File: src/core/ids_defs.svh
`ifndef IDS_DEFS_SVH
`define IDS_DEFS_SVH

// ****************************************
// Timing
// ****************************************
`define IDS_CLK_PERIOD_PS 5000
`define IDS_FILTER_UNIT_US 64
`define IDS_WDT_UNIT_US 800
`define IDS_STEP_UNIT_US 1000
`define IDS_FILTER_UNIT_CYC ((`IDS_FILTER_UNIT_US * 1000000) / `IDS_CLK_PERIOD_PS)
`define IDS_WDT_UNIT_CYC ((`IDS_WDT_UNIT_US * 1000000) / `IDS_CLK_PERIOD_PS)
`define IDS_STEP_UNIT_CYC ((`IDS_STEP_UNIT_US * 1000000) / `IDS_CLK_PERIOD_PS)

// ****************************************
// Register indices, byte address is four times the index
// ****************************************
`define IDS_IDX_OUT_CTRL 6'h06
`define IDS_IDX_STEP 6'h07
`define IDS_IDX_OUT3_STOP 6'h0C
`define IDS_IDX_OUT4_STOP 6'h0D
`define IDS_IDX_WDT_FILTER 6'h0E
`define IDS_IDX_FUNC 6'h0F
`define IDS_IDX_PIN_FILTER 6'h10
`define IDS_IDX_GPI_FILTER 6'h11
`define IDS_IDX_STATUS 6'h18

// ****************************************
// Reset values and fields
// ****************************************
`define IDS_RST_OUT_CTRL 8'h00
`define IDS_RST_STEP 8'h00
`define IDS_RST_OUT3_STOP 8'h00
`define IDS_RST_OUT4_STOP 8'h00
`define IDS_RST_WDT_FILTER 8'h02
`define IDS_RST_FUNC 8'h43
`define IDS_RST_PIN_FILTER 8'h11
`define IDS_RST_GPI_FILTER 8'h11
`define IDS_STEP_SEL_BIT 7
`define IDS_DELAY_FIELD 4:0
`define IDS_WDT_FIELD 2:0
`define IDS_NIB_HI 7:4
`define IDS_NIB_LO 3:0
`define IDS_CTRL_GLB_BIT 0
`define IDS_CTRL_OUT_FIELD 4:1

// ****************************************
// Input function codes
// ****************************************
`define IDS_FN_GLOBAL_ENABLE 4'h0
`define IDS_FN_EN_FIRST 4'h1
`define IDS_FN_GLOBAL_VOLTAGE_SELECT 4'h5
`define IDS_FN_VSEL_FIRST 4'h6
`define IDS_FN_GLB_LP 4'hA
`define IDS_FN_LP_FIRST 4'hB

`endif

File: src/core/ids_pkg.sv
package ids_pkg;

  typedef struct packed {
    logic global_enable;
    logic [3:0] en;
    logic global_voltage_select;
    logic [3:0] vsel;
    logic glb_lp;
    logic [1:0] lp;
  } ids_route_t;

  typedef struct packed {
    logic wdt_n;
    logic in_b;
    logic in_a;
    logic lp;
    logic en;
  } ids_pins_t;

  typedef enum logic [1:0] {
    ST_ON,
    ST_WAIT,
    ST_OFF
  } ids_stop_state_t;

endpackage

File: src/core/ids_debounce.sv
`timescale 1ns/1ps
`default_nettype none

module ids_debounce #(
  parameter logic RESET_LEVEL = 1'b0
) (
  input wire logic clk,
  input wire logic rst,
  input wire logic pin,
  input wire logic tick,
  input wire logic [6:0] len,
  output logic level
);

  logic [2:0] sync_q, sync_d;
  logic lvl_q, lvl_d;
  logic [6:0] cnt_q, cnt_d;

  always_comb begin
    sync_d = {sync_q[1:0], pin};
    lvl_d = lvl_q;
    cnt_d = cnt_q;
    if (sync_q[2] != sync_q[1] || sync_q[2] == lvl_q) begin
      cnt_d = 7'h00;
    end else if (len == 7'h00) begin
      lvl_d = sync_q[2];
    end else if (tick) begin
      // Tick phase is free running, so wait one extra tick to never be short
      if (cnt_q >= len) begin
        lvl_d = sync_q[2];
        cnt_d = 7'h00;
      end else begin
        cnt_d = cnt_q + 7'h01;
      end
    end
  end

  always_ff @(posedge clk or posedge rst) begin
    if (rst) begin
      sync_q <= {3{RESET_LEVEL}};
      lvl_q <= RESET_LEVEL;
      cnt_q <= 7'h00;
    end else begin
      sync_q <= sync_d;
      lvl_q <= lvl_d;
      cnt_q <= cnt_d;
    end
  end

  assign level = lvl_q;

endmodule

`default_nettype wire

File: src/core/ids_stop_delay.sv
`timescale 1ns/1ps
`default_nettype none

module ids_stop_delay (
  input wire logic clk,
  input wire logic rst,
  input wire logic src,
  input wire logic tick,
  input wire logic [4:0] code,
  output logic hold
);

  ids_pkg::ids_stop_state_t state_q, state_d;
  logic [4:0] cnt_q, cnt_d;
  logic hold_q, hold_d;

  always_comb begin
    state_d = state_q;
    cnt_d = cnt_q;
    case (state_q)
      ids_pkg::ST_ON: begin
        cnt_d = 5'h00;
        if (!src) begin
          state_d = (code == 5'h00) ? ids_pkg::ST_OFF : ids_pkg::ST_WAIT;
        end
      end
      ids_pkg::ST_WAIT: begin
        if (src) begin
          state_d = ids_pkg::ST_ON;
        end else if (tick) begin
          // Compare with >= so a code lowered mid wait still ends it
          if (cnt_q >= code) begin
            state_d = ids_pkg::ST_OFF;
          end else begin
            cnt_d = cnt_q + 5'h01;
          end
        end
      end
      ids_pkg::ST_OFF: begin
        if (src) begin
          state_d = ids_pkg::ST_ON;
        end
      end
      default: begin
        state_d = ids_pkg::ST_OFF;
      end
    endcase
    hold_d = (state_d != ids_pkg::ST_OFF);
  end

  always_ff @(posedge clk or posedge rst) begin
    if (rst) begin
      state_q <= ids_pkg::ST_OFF;
      cnt_q <= 5'h00;
      hold_q <= 1'b0;
    end else begin
      state_q <= state_d;
      cnt_q <= cnt_d;
      hold_q <= hold_d;
    end
  end

  assign hold = hold_q;

endmodule

`default_nettype wire

File: src/core/ids_top.sv
`timescale 1ns/1ps
`default_nettype none
`include "ids_defs.svh"

// Functional notes
// - Output 3 holds a 5-bit stop delay, reset zero, counted in steps after the global enable falls.
// - Output 4 holds a 5-bit stop delay, reset zero, code times step, zero meaning immediate.
// - The watchdog input filter code selects none, or 0.8 ms doubling up to 51.2 ms, reset 1.6 ms.
// - Function codes 0 to 4 route a general input to the global enable or to outputs 1 to 4 enables.
// - Function codes 5 to 9 route a general input to the global or per-output voltage select.
// - Function codes A to C route a general input to the global or output 1 and 2 low power.
// - After reset input b drives output 4 enable and input a drives output 3 enable.
// - Low power pin and enable pin filters take code times 64 us and reset to code 1.
// - General input filters take code times 64 us, zero is none, and reset to code 1.
// - Input a filter uses all sixteen codes, up to 960 us.
// - The delay step is 1 ms with the select bit clear and 2 ms with it set.
// - Each output enable is the OR of its register bit, any general input routed to it, and global on (outputs 1, 2) or its stop delay hold (3, 4).
module ids_top #(
  parameter int unsigned FILTER_CYCLES = `IDS_FILTER_UNIT_CYC,
  parameter int unsigned WDT_CYCLES = `IDS_WDT_UNIT_CYC,
  parameter int unsigned STEP_CYCLES = `IDS_STEP_UNIT_CYC
) (
  input wire logic CLK,
  input wire logic RST,
  input wire logic WB_CYC_I,
  input wire logic WB_STB_I,
  input wire logic WB_WE_I,
  input wire logic [7:0] WB_ADR_I,
  input wire logic [3:0] WB_SEL_I,
  input wire logic [31:0] WB_DAT_I,
  output logic [31:0] WB_DAT_O,
  output logic WB_ACK_O,
  input wire logic ENABLE_PIN,
  input wire logic LOW_POWER_PIN,
  input wire logic WATCHDOG_RESET_INPUT_N,
  input wire logic GENERAL_INPUT_A,
  input wire logic GENERAL_INPUT_B,
  output logic [3:0] OUT_ENABLE,
  output logic GLOBAL_VOLTAGE_SELECT,
  output logic [3:0] OUT_VOLTAGE_SELECT,
  output logic GLOBAL_LOW_POWER,
  output logic [1:0] OUT_LOW_POWER,
  output logic WATCHDOG_RESET_N
);

  // ****************************************
  // Helpers
  // ****************************************
  function automatic logic reg_hit(input logic [7:0] adr, input logic [5:0] idx);
    reg_hit = (adr[7:2] == idx);
  endfunction

  function automatic logic [6:0] wdt_len(input logic [2:0] code);
    case (code)
      3'h0: wdt_len = 7'h00;
      3'h1: wdt_len = 7'h01;
      3'h2: wdt_len = 7'h02;
      3'h3: wdt_len = 7'h04;
      3'h4: wdt_len = 7'h08;
      3'h5: wdt_len = 7'h10;
      3'h6: wdt_len = 7'h20;
      default: wdt_len = 7'h40;
    endcase
  endfunction

  function automatic ids_pkg::ids_route_t route_of(input logic [3:0] code, input logic lvl);
    ids_pkg::ids_route_t r;
    r = '0;
    if (code == `IDS_FN_GLOBAL_ENABLE) r.global_enable = lvl;
    if (code == `IDS_FN_GLOBAL_VOLTAGE_SELECT) r.global_voltage_select = lvl;
    if (code == `IDS_FN_GLB_LP) r.glb_lp = lvl;
    for (int i = 0; i < 4; i++) begin
      if (code == 4'(`IDS_FN_EN_FIRST + i)) r.en[i] = lvl;
      if (code == 4'(`IDS_FN_VSEL_FIRST + i)) r.vsel[i] = lvl;
    end
    for (int i = 0; i < 2; i++) begin
      if (code == 4'(`IDS_FN_LP_FIRST + i)) r.lp[i] = lvl;
    end
    route_of = r;
  endfunction

  // ****************************************
  // Bus slave
  // ****************************************
  logic ack_q, ack_d;
  logic [31:0] rdat_q, rdat_d;
  logic req;
  logic wr_en;
  logic [31:0] rd_word;

  logic [4:0] out3_stop_delay_code_q, out3_stop_delay_code_d;
  logic [4:0] out4_stop_delay_code_q, out4_stop_delay_code_d;
  logic [2:0] watchdog_input_filter_code_q, watchdog_input_filter_code_d;
  logic [3:0] input_a_function_code_q, input_a_function_code_d;
  logic [3:0] input_b_function_code_q, input_b_function_code_d;
  logic [3:0] low_power_pin_filter_code_q, low_power_pin_filter_code_d;
  logic [3:0] enable_pin_filter_code_q, enable_pin_filter_code_d;
  logic [3:0] input_a_filter_code_q, input_a_filter_code_d;
  logic [3:0] input_b_filter_code_q, input_b_filter_code_d;
  logic delay_step_select_q, delay_step_select_d;
  logic global_enable_q, global_enable_d;
  logic [3:0] out_enable_bits_q, out_enable_bits_d;

  logic [3:0] out_en_q, out_en_d;
  ids_pkg::ids_pins_t pins;

  assign req = WB_CYC_I & WB_STB_I;
  // Writes land on the edge where the master sees ack
  assign wr_en = req & WB_WE_I & ack_q & WB_SEL_I[0];

  always_comb begin
    rd_word = 32'h0000_0000;
    case (WB_ADR_I[7:2])
      `IDS_IDX_OUT_CTRL: rd_word = {27'h0, out_enable_bits_q, global_enable_q};
      `IDS_IDX_STEP: rd_word = {24'h0, delay_step_select_q, 7'h00};
      `IDS_IDX_OUT3_STOP: rd_word = {27'h0, out3_stop_delay_code_q};
      `IDS_IDX_OUT4_STOP: rd_word = {27'h0, out4_stop_delay_code_q};
      `IDS_IDX_WDT_FILTER: rd_word = {29'h0, watchdog_input_filter_code_q};
      `IDS_IDX_FUNC: rd_word = {24'h0, input_b_function_code_q, input_a_function_code_q};
      `IDS_IDX_PIN_FILTER: rd_word = {24'h0, low_power_pin_filter_code_q, enable_pin_filter_code_q};
      `IDS_IDX_GPI_FILTER: rd_word = {24'h0, input_b_filter_code_q, input_a_filter_code_q};
      `IDS_IDX_STATUS: rd_word = {23'h0, pins, out_en_q};
      default: rd_word = 32'h0000_0000;
    endcase
  end

  always_comb begin
    ack_d = req & ~ack_q;
    rdat_d = rdat_q;
    // Writes leave the last read word standing
    if (req & ~ack_q & ~WB_WE_I) begin
      rdat_d = rd_word;
    end
  end

  always_ff @(posedge CLK or posedge RST) begin
    if (RST) begin
      ack_q <= 1'b0;
      rdat_q <= 32'h0000_0000;
    end else begin
      ack_q <= ack_d;
      rdat_q <= rdat_d;
    end
  end

  assign WB_ACK_O = ack_q;
  assign WB_DAT_O = rdat_q;

  // ****************************************
  // Registers
  // ****************************************
  always_comb begin
    out3_stop_delay_code_d = out3_stop_delay_code_q;
    out4_stop_delay_code_d = out4_stop_delay_code_q;
    watchdog_input_filter_code_d = watchdog_input_filter_code_q;
    input_a_function_code_d = input_a_function_code_q;
    input_b_function_code_d = input_b_function_code_q;
    low_power_pin_filter_code_d = low_power_pin_filter_code_q;
    enable_pin_filter_code_d = enable_pin_filter_code_q;
    input_a_filter_code_d = input_a_filter_code_q;
    input_b_filter_code_d = input_b_filter_code_q;
    delay_step_select_d = delay_step_select_q;
    global_enable_d = global_enable_q;
    out_enable_bits_d = out_enable_bits_q;
    if (wr_en) begin
      if (reg_hit(WB_ADR_I, `IDS_IDX_OUT_CTRL)) begin
        global_enable_d = WB_DAT_I[`IDS_CTRL_GLB_BIT];
        out_enable_bits_d = WB_DAT_I[`IDS_CTRL_OUT_FIELD];
      end
      if (reg_hit(WB_ADR_I, `IDS_IDX_STEP)) begin
        delay_step_select_d = WB_DAT_I[`IDS_STEP_SEL_BIT];
      end
      if (reg_hit(WB_ADR_I, `IDS_IDX_OUT3_STOP)) begin
        out3_stop_delay_code_d = WB_DAT_I[`IDS_DELAY_FIELD];
      end
      if (reg_hit(WB_ADR_I, `IDS_IDX_OUT4_STOP)) begin
        out4_stop_delay_code_d = WB_DAT_I[`IDS_DELAY_FIELD];
      end
      if (reg_hit(WB_ADR_I, `IDS_IDX_WDT_FILTER)) begin
        watchdog_input_filter_code_d = WB_DAT_I[`IDS_WDT_FIELD];
      end
      if (reg_hit(WB_ADR_I, `IDS_IDX_FUNC)) begin
        input_b_function_code_d = WB_DAT_I[`IDS_NIB_HI];
        input_a_function_code_d = WB_DAT_I[`IDS_NIB_LO];
      end
      if (reg_hit(WB_ADR_I, `IDS_IDX_PIN_FILTER)) begin
        low_power_pin_filter_code_d = WB_DAT_I[`IDS_NIB_HI];
        enable_pin_filter_code_d = WB_DAT_I[`IDS_NIB_LO];
      end
      if (reg_hit(WB_ADR_I, `IDS_IDX_GPI_FILTER)) begin
        input_b_filter_code_d = WB_DAT_I[`IDS_NIB_HI];
        input_a_filter_code_d = WB_DAT_I[`IDS_NIB_LO];
      end
    end
  end

  always_ff @(posedge CLK or posedge RST) begin
    if (RST) begin
      out3_stop_delay_code_q <= 5'(`IDS_RST_OUT3_STOP);
      out4_stop_delay_code_q <= 5'(`IDS_RST_OUT4_STOP);
      watchdog_input_filter_code_q <= 3'(`IDS_RST_WDT_FILTER);
      input_b_function_code_q <= 4'(`IDS_RST_FUNC >> 4);
      input_a_function_code_q <= 4'(`IDS_RST_FUNC);
      low_power_pin_filter_code_q <= 4'(`IDS_RST_PIN_FILTER >> 4);
      enable_pin_filter_code_q <= 4'(`IDS_RST_PIN_FILTER);
      input_b_filter_code_q <= 4'(`IDS_RST_GPI_FILTER >> 4);
      input_a_filter_code_q <= 4'(`IDS_RST_GPI_FILTER);
      delay_step_select_q <= 1'(`IDS_RST_STEP >> `IDS_STEP_SEL_BIT);
      global_enable_q <= 1'(`IDS_RST_OUT_CTRL);
      out_enable_bits_q <= 4'(`IDS_RST_OUT_CTRL >> 1);
    end else begin
      out3_stop_delay_code_q <= out3_stop_delay_code_d;
      out4_stop_delay_code_q <= out4_stop_delay_code_d;
      watchdog_input_filter_code_q <= watchdog_input_filter_code_d;
      input_b_function_code_q <= input_b_function_code_d;
      input_a_function_code_q <= input_a_function_code_d;
      low_power_pin_filter_code_q <= low_power_pin_filter_code_d;
      enable_pin_filter_code_q <= enable_pin_filter_code_d;
      input_b_filter_code_q <= input_b_filter_code_d;
      input_a_filter_code_q <= input_a_filter_code_d;
      delay_step_select_q <= delay_step_select_d;
      global_enable_q <= global_enable_d;
      out_enable_bits_q <= out_enable_bits_d;
    end
  end

  // ****************************************
  // Time base
  // ****************************************
  logic [19:0] fcnt_q, fcnt_d;
  logic [19:0] wcnt_q, wcnt_d;
  logic [19:0] scnt_q, scnt_d;
  logic half_q, half_d;
  logic filter_tick;
  logic wdt_tick;
  logic ms_tick;
  logic step_tick;

  assign filter_tick = (fcnt_q == 20'(FILTER_CYCLES - 1));
  assign wdt_tick = (wcnt_q == 20'(WDT_CYCLES - 1));
  assign ms_tick = (scnt_q == 20'(STEP_CYCLES - 1));
  // 1 ms or 2 ms step
  assign step_tick = ms_tick & (~delay_step_select_q | half_q);

  always_comb begin
    fcnt_d = filter_tick ? 20'h00000 : fcnt_q + 20'h00001;
    wcnt_d = wdt_tick ? 20'h00000 : wcnt_q + 20'h00001;
    scnt_d = ms_tick ? 20'h00000 : scnt_q + 20'h00001;
    half_d = ms_tick ? ~half_q : half_q;
  end

  always_ff @(posedge CLK or posedge RST) begin
    if (RST) begin
      fcnt_q <= 20'h00000;
      wcnt_q <= 20'h00000;
      scnt_q <= 20'h00000;
      half_q <= 1'b0;
    end else begin
      fcnt_q <= fcnt_d;
      wcnt_q <= wcnt_d;
      scnt_q <= scnt_d;
      half_q <= half_d;
    end
  end

  // ****************************************
  // Input filters
  // ****************************************
  // Enable pin filter
  ids_debounce #(.RESET_LEVEL(1'b0)) u_en_filter (
    .clk(CLK), .rst(RST), .pin(ENABLE_PIN), .tick(filter_tick),
    .len({3'h0, enable_pin_filter_code_q}), .level(pins.en)
  );

  ids_debounce #(.RESET_LEVEL(1'b0)) u_lp_filter (
    .clk(CLK), .rst(RST), .pin(LOW_POWER_PIN), .tick(filter_tick),
    .len({3'h0, low_power_pin_filter_code_q}), .level(pins.lp)
  );

  // Full code range on input a
  ids_debounce #(.RESET_LEVEL(1'b0)) u_a_filter (
    .clk(CLK), .rst(RST), .pin(GENERAL_INPUT_A), .tick(filter_tick),
    .len({3'h0, input_a_filter_code_q}), .level(pins.in_a)
  );

  ids_debounce #(.RESET_LEVEL(1'b0)) u_b_filter (
    .clk(CLK), .rst(RST), .pin(GENERAL_INPUT_B), .tick(filter_tick),
    .len({3'h0, input_b_filter_code_q}), .level(pins.in_b)
  );

  ids_debounce #(.RESET_LEVEL(1'b1)) u_wdt_filter (
    .clk(CLK), .rst(RST), .pin(WATCHDOG_RESET_INPUT_N), .tick(wdt_tick),
    .len(wdt_len(watchdog_input_filter_code_q)), .level(pins.wdt_n)
  );

  // ****************************************
  // Routing and stop delays
  // ****************************************
  ids_pkg::ids_route_t route;
  logic global_on;
  logic hold3;
  logic hold4;

  assign route = route_of(input_a_function_code_q, pins.in_a) | route_of(input_b_function_code_q, pins.in_b);
  assign global_on = pins.en | global_enable_q | route.global_enable;

  ids_stop_delay u_stop3 (
    .clk(CLK), .rst(RST), .src(global_on), .tick(step_tick),
    .code(out3_stop_delay_code_q), .hold(hold3)
  );

  ids_stop_delay u_stop4 (
    .clk(CLK), .rst(RST), .src(global_on), .tick(step_tick),
    .code(out4_stop_delay_code_q), .hold(hold4)
  );

  // ****************************************
  // Outputs
  // ****************************************
  logic [3:0] vsel_q, vsel_d;
  logic gvsel_q, gvsel_d;
  logic glp_q, glp_d;
  logic [1:0] lp_q, lp_d;
  logic wdt_q, wdt_d;

  always_comb begin
    out_en_d = out_enable_bits_q | route.en | {hold4, hold3, global_on, global_on};
    gvsel_d = route.global_voltage_select;
    vsel_d = route.vsel | {4{route.global_voltage_select}};
    glp_d = pins.lp | route.glb_lp;
    lp_d = route.lp | {2{glp_d}};
    wdt_d = pins.wdt_n;
  end

  always_ff @(posedge CLK or posedge RST) begin
    if (RST) begin
      out_en_q <= 4'h0;
      gvsel_q <= 1'b0;
      vsel_q <= 4'h0;
      glp_q <= 1'b0;
      lp_q <= 2'h0;
      wdt_q <= 1'b1;
    end else begin
      out_en_q <= out_en_d;
      gvsel_q <= gvsel_d;
      vsel_q <= vsel_d;
      glp_q <= glp_d;
      lp_q <= lp_d;
      wdt_q <= wdt_d;
    end
  end

  assign OUT_ENABLE = out_en_q;
  assign GLOBAL_VOLTAGE_SELECT = gvsel_q;
  assign OUT_VOLTAGE_SELECT = vsel_q;
  assign GLOBAL_LOW_POWER = glp_q;
  assign OUT_LOW_POWER = lp_q;
  assign WATCHDOG_RESET_N = wdt_q;

endmodule

`default_nettype wire

File: config.mk
export PLATFORM = sky130hd
export DESIGN_NAME = ids_top
export DESIGN_NICKNAME = d
export VERILOG_FILES = /design/src/core/ids_pkg.sv /design/src/core/ids_debounce.sv /design/src/core/ids_stop_delay.sv /design/src/core/ids_top.sv
export VERILOG_INCLUDE_DIRS = /design/src /design/src/core
export SDC_FILE = /design/constraint.sdc
export NUM_CORES = 1
export LEC_CHECK = 0
export BUFFER_PORTS_ARGS = -buffer_cell sky130_fd_sc_hd__buf_4
export CORE_ASPECT_RATIO = 2
export CORE_MARGIN = 2
export CORE_UTILIZATION = 25
export DETAILED_ROUTE_END_ITERATION = 16
export PLACE_DENSITY = 0.51
export SYNTH_ARGS = -nofsm -noshare
export SYNTH_HDL_FRONTEND = slang
export SYNTH_HIERARCHICAL = 1
export SYNTH_SLANG_ARGS = --single-unit
File: constraint.sdc
create_clock -name CLK -period 6.3 [get_ports CLK]
set_clock_uncertainty 0.15 [all_clocks]
set_input_delay 1.575 -clock CLK [delete_from_list [all_inputs] [get_ports CLK]]
set_output_delay 1.575 -clock CLK [all_outputs]
set_load 0.1 [all_outputs]
# Yosys cells after proc, flatten, opt, wreduce, memory -nomap -nowiden
# Cells that the tools add are included.
# word_totals
output_inout_bits	46
inputBits	54
elab_cells	298
regBits	221
# classes
n_addsub	10
magnitude_cmp	7
n_mux	88
bitwise	25
n_reduce_logical	54
n_eq_ne	69
# ops
cell	n
7-bit two-way mux	20
9-bit one-hot mux with 9 select lines	1
20-bit by 1-bit adder with 20-bit output (second input constant)	3
20-bit two-way mux	3
7-bit one-hot mux with 7 select lines	1
1-bit two-way mux	41
20-bit by 18-bit == test with 1-bit output (second input constant)	2
4-bit == test (second input constant)	10
7-bit by 1-bit adder with 7-bit output (second input constant)	5
7-bit logical NOT	5
2-bit nonzero test	17
4-bit by 3-bit == test with 1-bit output (second input constant)	8
5-bit two-way mux	6
7-bit by 4-bit >= comparator with 1-bit output	4
2-bit AND reduction	13
6-bit by 4-bit == test with 1-bit output (second input constant)	4
2-bit two-way mux	12
20-bit by 14-bit == test with 1-bit output (second input constant)	1
5-bit one-hot mux with 2 select lines	2
6-bit by 5-bit == test with 1-bit output (second input constant)	3
4-bit by 2-bit == test with 1-bit output (second input constant)	4
2-bit != test (second input constant)	8
3-bit AND reduction	5
13-bit bitwise OR	1
25 further kinds	74

# Logic depth before layout (Yosys ltp)
# logic_depth
depth_word	7
ltp_mapped	10
ltp_nobuf	9

# By module
# The synthesis kept the hierarchy.
# by_module_without_submodules
module	cells_each	area_per_inst_um2	seq_area_each_um2	instances
ids_top	544	6085.8	3189.3	1
ids_debounce (u_a_filter ...)	87	789.5	275.3	4
ids_stop_delay	68	601.8	201.4	2
ids_debounce (u_wdt_filter)	87	794.5	280.3	1

# Worst setup path after synthesis
# OpenSTA, ideal clock, no wires.
# synth_path
path_type	input -> register
start	input port WB_ADR_I[4]
end	register input_a_filter_code_q[1]
path_buffers	0
slack_ps	3172
path_stages	4
setup_time_ps	125
t_required_ps	6025
arrival_time_ps	2853
path_cell_list	or4b_4 > nor3b_4 > nand2_4 > mux2_2
# synth_between
elab_chain_len	2
# synth_rtl
item	line_no	rtl
start: declaration	ids_top.sv:28	input wire logic [7:0] WB_ADR_I,
6-bit by 5-bit == test with 1-bit output	ids_top.sv:50	reg_hit = (adr[7:2] == idx);
2-bit AND reduction (no line)	--	
end signal: assignment	ids_top.sv:207	input_a_filter_code_q <= 4'(`IDS_RST_GPI_FILTER);
end signal: assignment	ids_top.sv:220	input_a_filter_code_q <= input_a_filter_code_d;
end: declaration	ids_top.sv:98	logic [3:0] input_a_filter_code_q, input_a_filter_code_d;
# No other way between the ends.
# A chain may end at the register's enable or synchronous reset.

# Worst setup path after layout
# layout_path
start	register fcnt_q[0]
end	register u_b_filter.cnt_q[4]
# layout_between
elab_chain_len	3
# layout_rtl
item	line_no	rtl
start: declaration	ids_top.sv:230	logic [19:0] fcnt_q, fcnt_d;
start signal: assignment	ids_top.sv:259	fcnt_q <= fcnt_d;
20-bit by 14-bit == test with 1-bit output	ids_top.sv:239	assign filter_tick = (fcnt_q == 20'(FILTER_CYCLES - 1));
2-bit nonzero test (no line)	--	
2-bit AND reduction (no line)	--	
end signal: assignment	ids_debounce.sv:46	cnt_q <= cnt_d;
end: declaration	ids_debounce.sv:17	logic [6:0] cnt_q, cnt_d;
# No other way between the ends.

==> out/metrics.csv <==
metric,value,unit
post-route cell area,12800,um^2
Post-Place Setup Slack,2.59,ns
Pre-antenna DRT Iters,5,
die area,46800,um^2
final setup vio count,0,
final hold slack,0.201,ns
I/O Buffers,47,
Synth Register Bits,198,
post-cts resize count,0,
initial antenna violation count,0,
largest net degree at the start of global routing,56,
Avg Inst Size Synth,10.1,um^2
"Clk pin slew, worst setup/hold paths",0.07,ns
Congestion Overflow GR,0,
Leakage,0.00558,uW
worst-path fanout max,18,
most frequent cells in the layout,"183 x dfrtp_1, 129 x nand2_1, 83 x inv_1, 78 x nor2_1, 55 x ha_1",
via count,8354,
MaxCap Viol Count,0,
Die Wd,154,um
async set-reset flop share out of synthesis,100,%
row count,109,
GRT Max-Usage Layer,met2,
Nets,1301,
gpl congestion,0.883,
type of origin of the critical path,flip-flop,
met1 Usage GRT,12.8,%
"Area growth, synth to finish",13.7,%
worst-margin pin slew,1.09,ns
Routed Antenna Nets,0,
layout cells sized above 1,17.0,%
Post-synth EDFFs,0,
CTS max path bufs,2,
Final Slew Violations,0,
die height,304,um
critical path type,reg -> reg,
RSZ-0062 raised after global routing,false,
synth warn,6,
# IOs,100,
met3 Track Usage GR,2.29,%
gr usage total,12.6,%
Hold Path Class,reg -> reg,
total CTS buffers,17,
Tmin final,3.53,ns
sequential fraction of the synthesis area,44.2,%
Final period util,56.0,%
Placed Area,12200,um^2
initial DRC count,404,
smallest setup slack after layout,2.77,ns
vias in the first global route,8742,
CORE AREA,44300,um^2
Post-CTS Setup Repair Bufs,0,
Fin Setup TNS,0,ns
Crit. End Element,flip-flop,
fmax,284,MHz
diode count,0,
Routed WL,28700,um
Vias/cell,4.75,
Worst EP arrival,3.70,ns
Hold Buf Count CTS,0,
Required @ worst endpoint,6.47,ns
detailed-route DRC error count,0,
status,completed,
Sink Count,198,
post-detail-place hpwl,22100,um
global-route wire length before repair,46400,um
H-tree depth,4,
"Hold Violations, Final",0,
"commonest non-fill, non-tap cell in the layout",dfrtp_1,
Starting Density,25.4,%
clk root buf,clkbuf_16,
Rel. slew slack,26.5,%
main flop type after synthesis,dfrtp_1,
power per cell area,201,nW/um^2
WL/cell,16.3,um
Syn Std Cell Area,11200,um^2
Hold Path Depth,0,
synth unique cells,72,
GR Util met2,24.7,%
CTS tree,built,
worst vdd rail ir drop,0.149,mV
Clock Latency Late Sink,0.45,ns
Mapped Cells,1115,
Worst R2R Path Depth,9,
## layout make-up
cell class              count  area (um^2)
clock inverters            10         75.1
flip-flops and latches    198         4970
inverters                  84          318
clock buffers              22          464
fillers                  4579        31500
multi-input cells         841         5890
repair buffers             50          375
well taps                 555          694
## synthesized netlist by cell type (9+ instances only)
| master | n | area [um^2] |
|---|---|---|
| a21oi_4 | 10 | 163 |
| ha_1 | 55 | 688 |
| buf_4 | 23 | 173 |
| a21oi_1 | 40 | 200 |
| o31ai_1 | 12 | 90.1 |
| nor2b_1 | 14 | 87.6 |
| inv_1 | 84 | 315 |
| and3_1 | 21 | 131 |
| mux2_2 | 50 | 563 |
| dfstp_2 | 15 | 394 |
| nand3_1 | 50 | 250 |
| nor3_1 | 23 | 115 |
| nor2_1 | 78 | 293 |
| xnor2_1 | 38 | 333 |
| a22o_1 | 11 | 96.3 |
| nand2_1 | 129 | 484 |
| o21ai_1 | 15 | 75.1 |
| nor3b_1 | 9 | 67.6 |
| nand2b_1 | 10 | 62.6 |
| o211ai_1 | 14 | 105 |
| dfrtp_1 | 183 | 4580 |
| xor2_1 | 21 | 184 |
| a22oi_1 | 10 | 75.1 |
| a31oi_1 | 15 | 93.8 |
| nand4_1 | 13 | 81.3 |
| o21ai_0 | 17 | 85.1 |
## stage by stage
stage / std cells / util (%) / total power, uW
finish: 1760 / 28.8 / 2560
global route: 1760 / 28.8 / 2670
CTS: 1760 / 28.8 / 2600
detailed placement: 1728 / 27.6 / 1550
global placement: 1728 / 27.6 / 1550
floorplan: 1161 / - / 1500
## kinds of logic after synthesis
logic type	Yosys count	share of synthesized area [%]
flip-flops	198	44.2
other	1	0.0334
AND/OR/NAND/NOR	418	20.4
multiplexers	53	5.39
adder cells (fa/ha/maj)	55	6.12
AO/OA/AOI/OAI	209	14.2
buffers and inverters	122	4.93
XOR/XNOR	59	4.60
## flip-flops by register name, summed over array words and instances (netlist names), 5 cells and up
signal                  count
fcnt_q                     20
scnt_q                     20
wcnt_q                     20
WB_DAT_O                    9
u_a_filter/cnt_q            7
u_b_filter/cnt_q            7
u_en_filter/cnt_q           7
u_lp_filter/cnt_q           7
u_wdt_filter/cnt_q          7
out3_stop_delay_code_q      5
out4_stop_delay_code_q      5
u_stop3/cnt_q               5
u_stop4/cnt_q               5
## per-layer routing
metal / vias up / wire, um
met1: 4103 / 11000
li1: 4067 / -
met5: - / 0
met4: 0 / 712
met2: 153 / 16300
met3: 31 / 770
## final timing paths
kind | slack, ns | from | endpoint
min | 0.20 | u_b_filter/sync_q[0] | u_b_filter/sync_q[1]
min reg2reg | 0.20 | u_b_filter/sync_q[0] | u_b_filter/sync_q[1]
min in group asynchronous | 1.03 | RST | u_stop3/cnt_q[0]
max | 2.77 | fcnt_q[0] | u_b_filter/cnt_q[4]
max reg2reg | 2.77 | fcnt_q[0] | u_b_filter/cnt_q[4]
max in group asynchronous | 3.80 | RST | wcnt_q[16]
## worst max-delay path, cell delays in order (launching register included)
cell and delay [ns]:
dfrtp_1 0.37, ha_1 0.21, nand2_1 0.10, nor3_1 0.67
and4_1 0.93, inv_1 0.19, a21oi_2 0.36, nor2_4 0.10
a31oi_1 0.20, o32ai_2 0.11
## where the power goes
group,total (uW),switching (uW),leakage [uW],internal [uW]
Clock,1040,514,0.000253,528
Combinational,225,176,0.00275,49.7
Sequential,1300,13.3,0.00257,1280
Total,2560,703,0.00558,1860
Note: power is estimated with default switching activity, not from simulation.
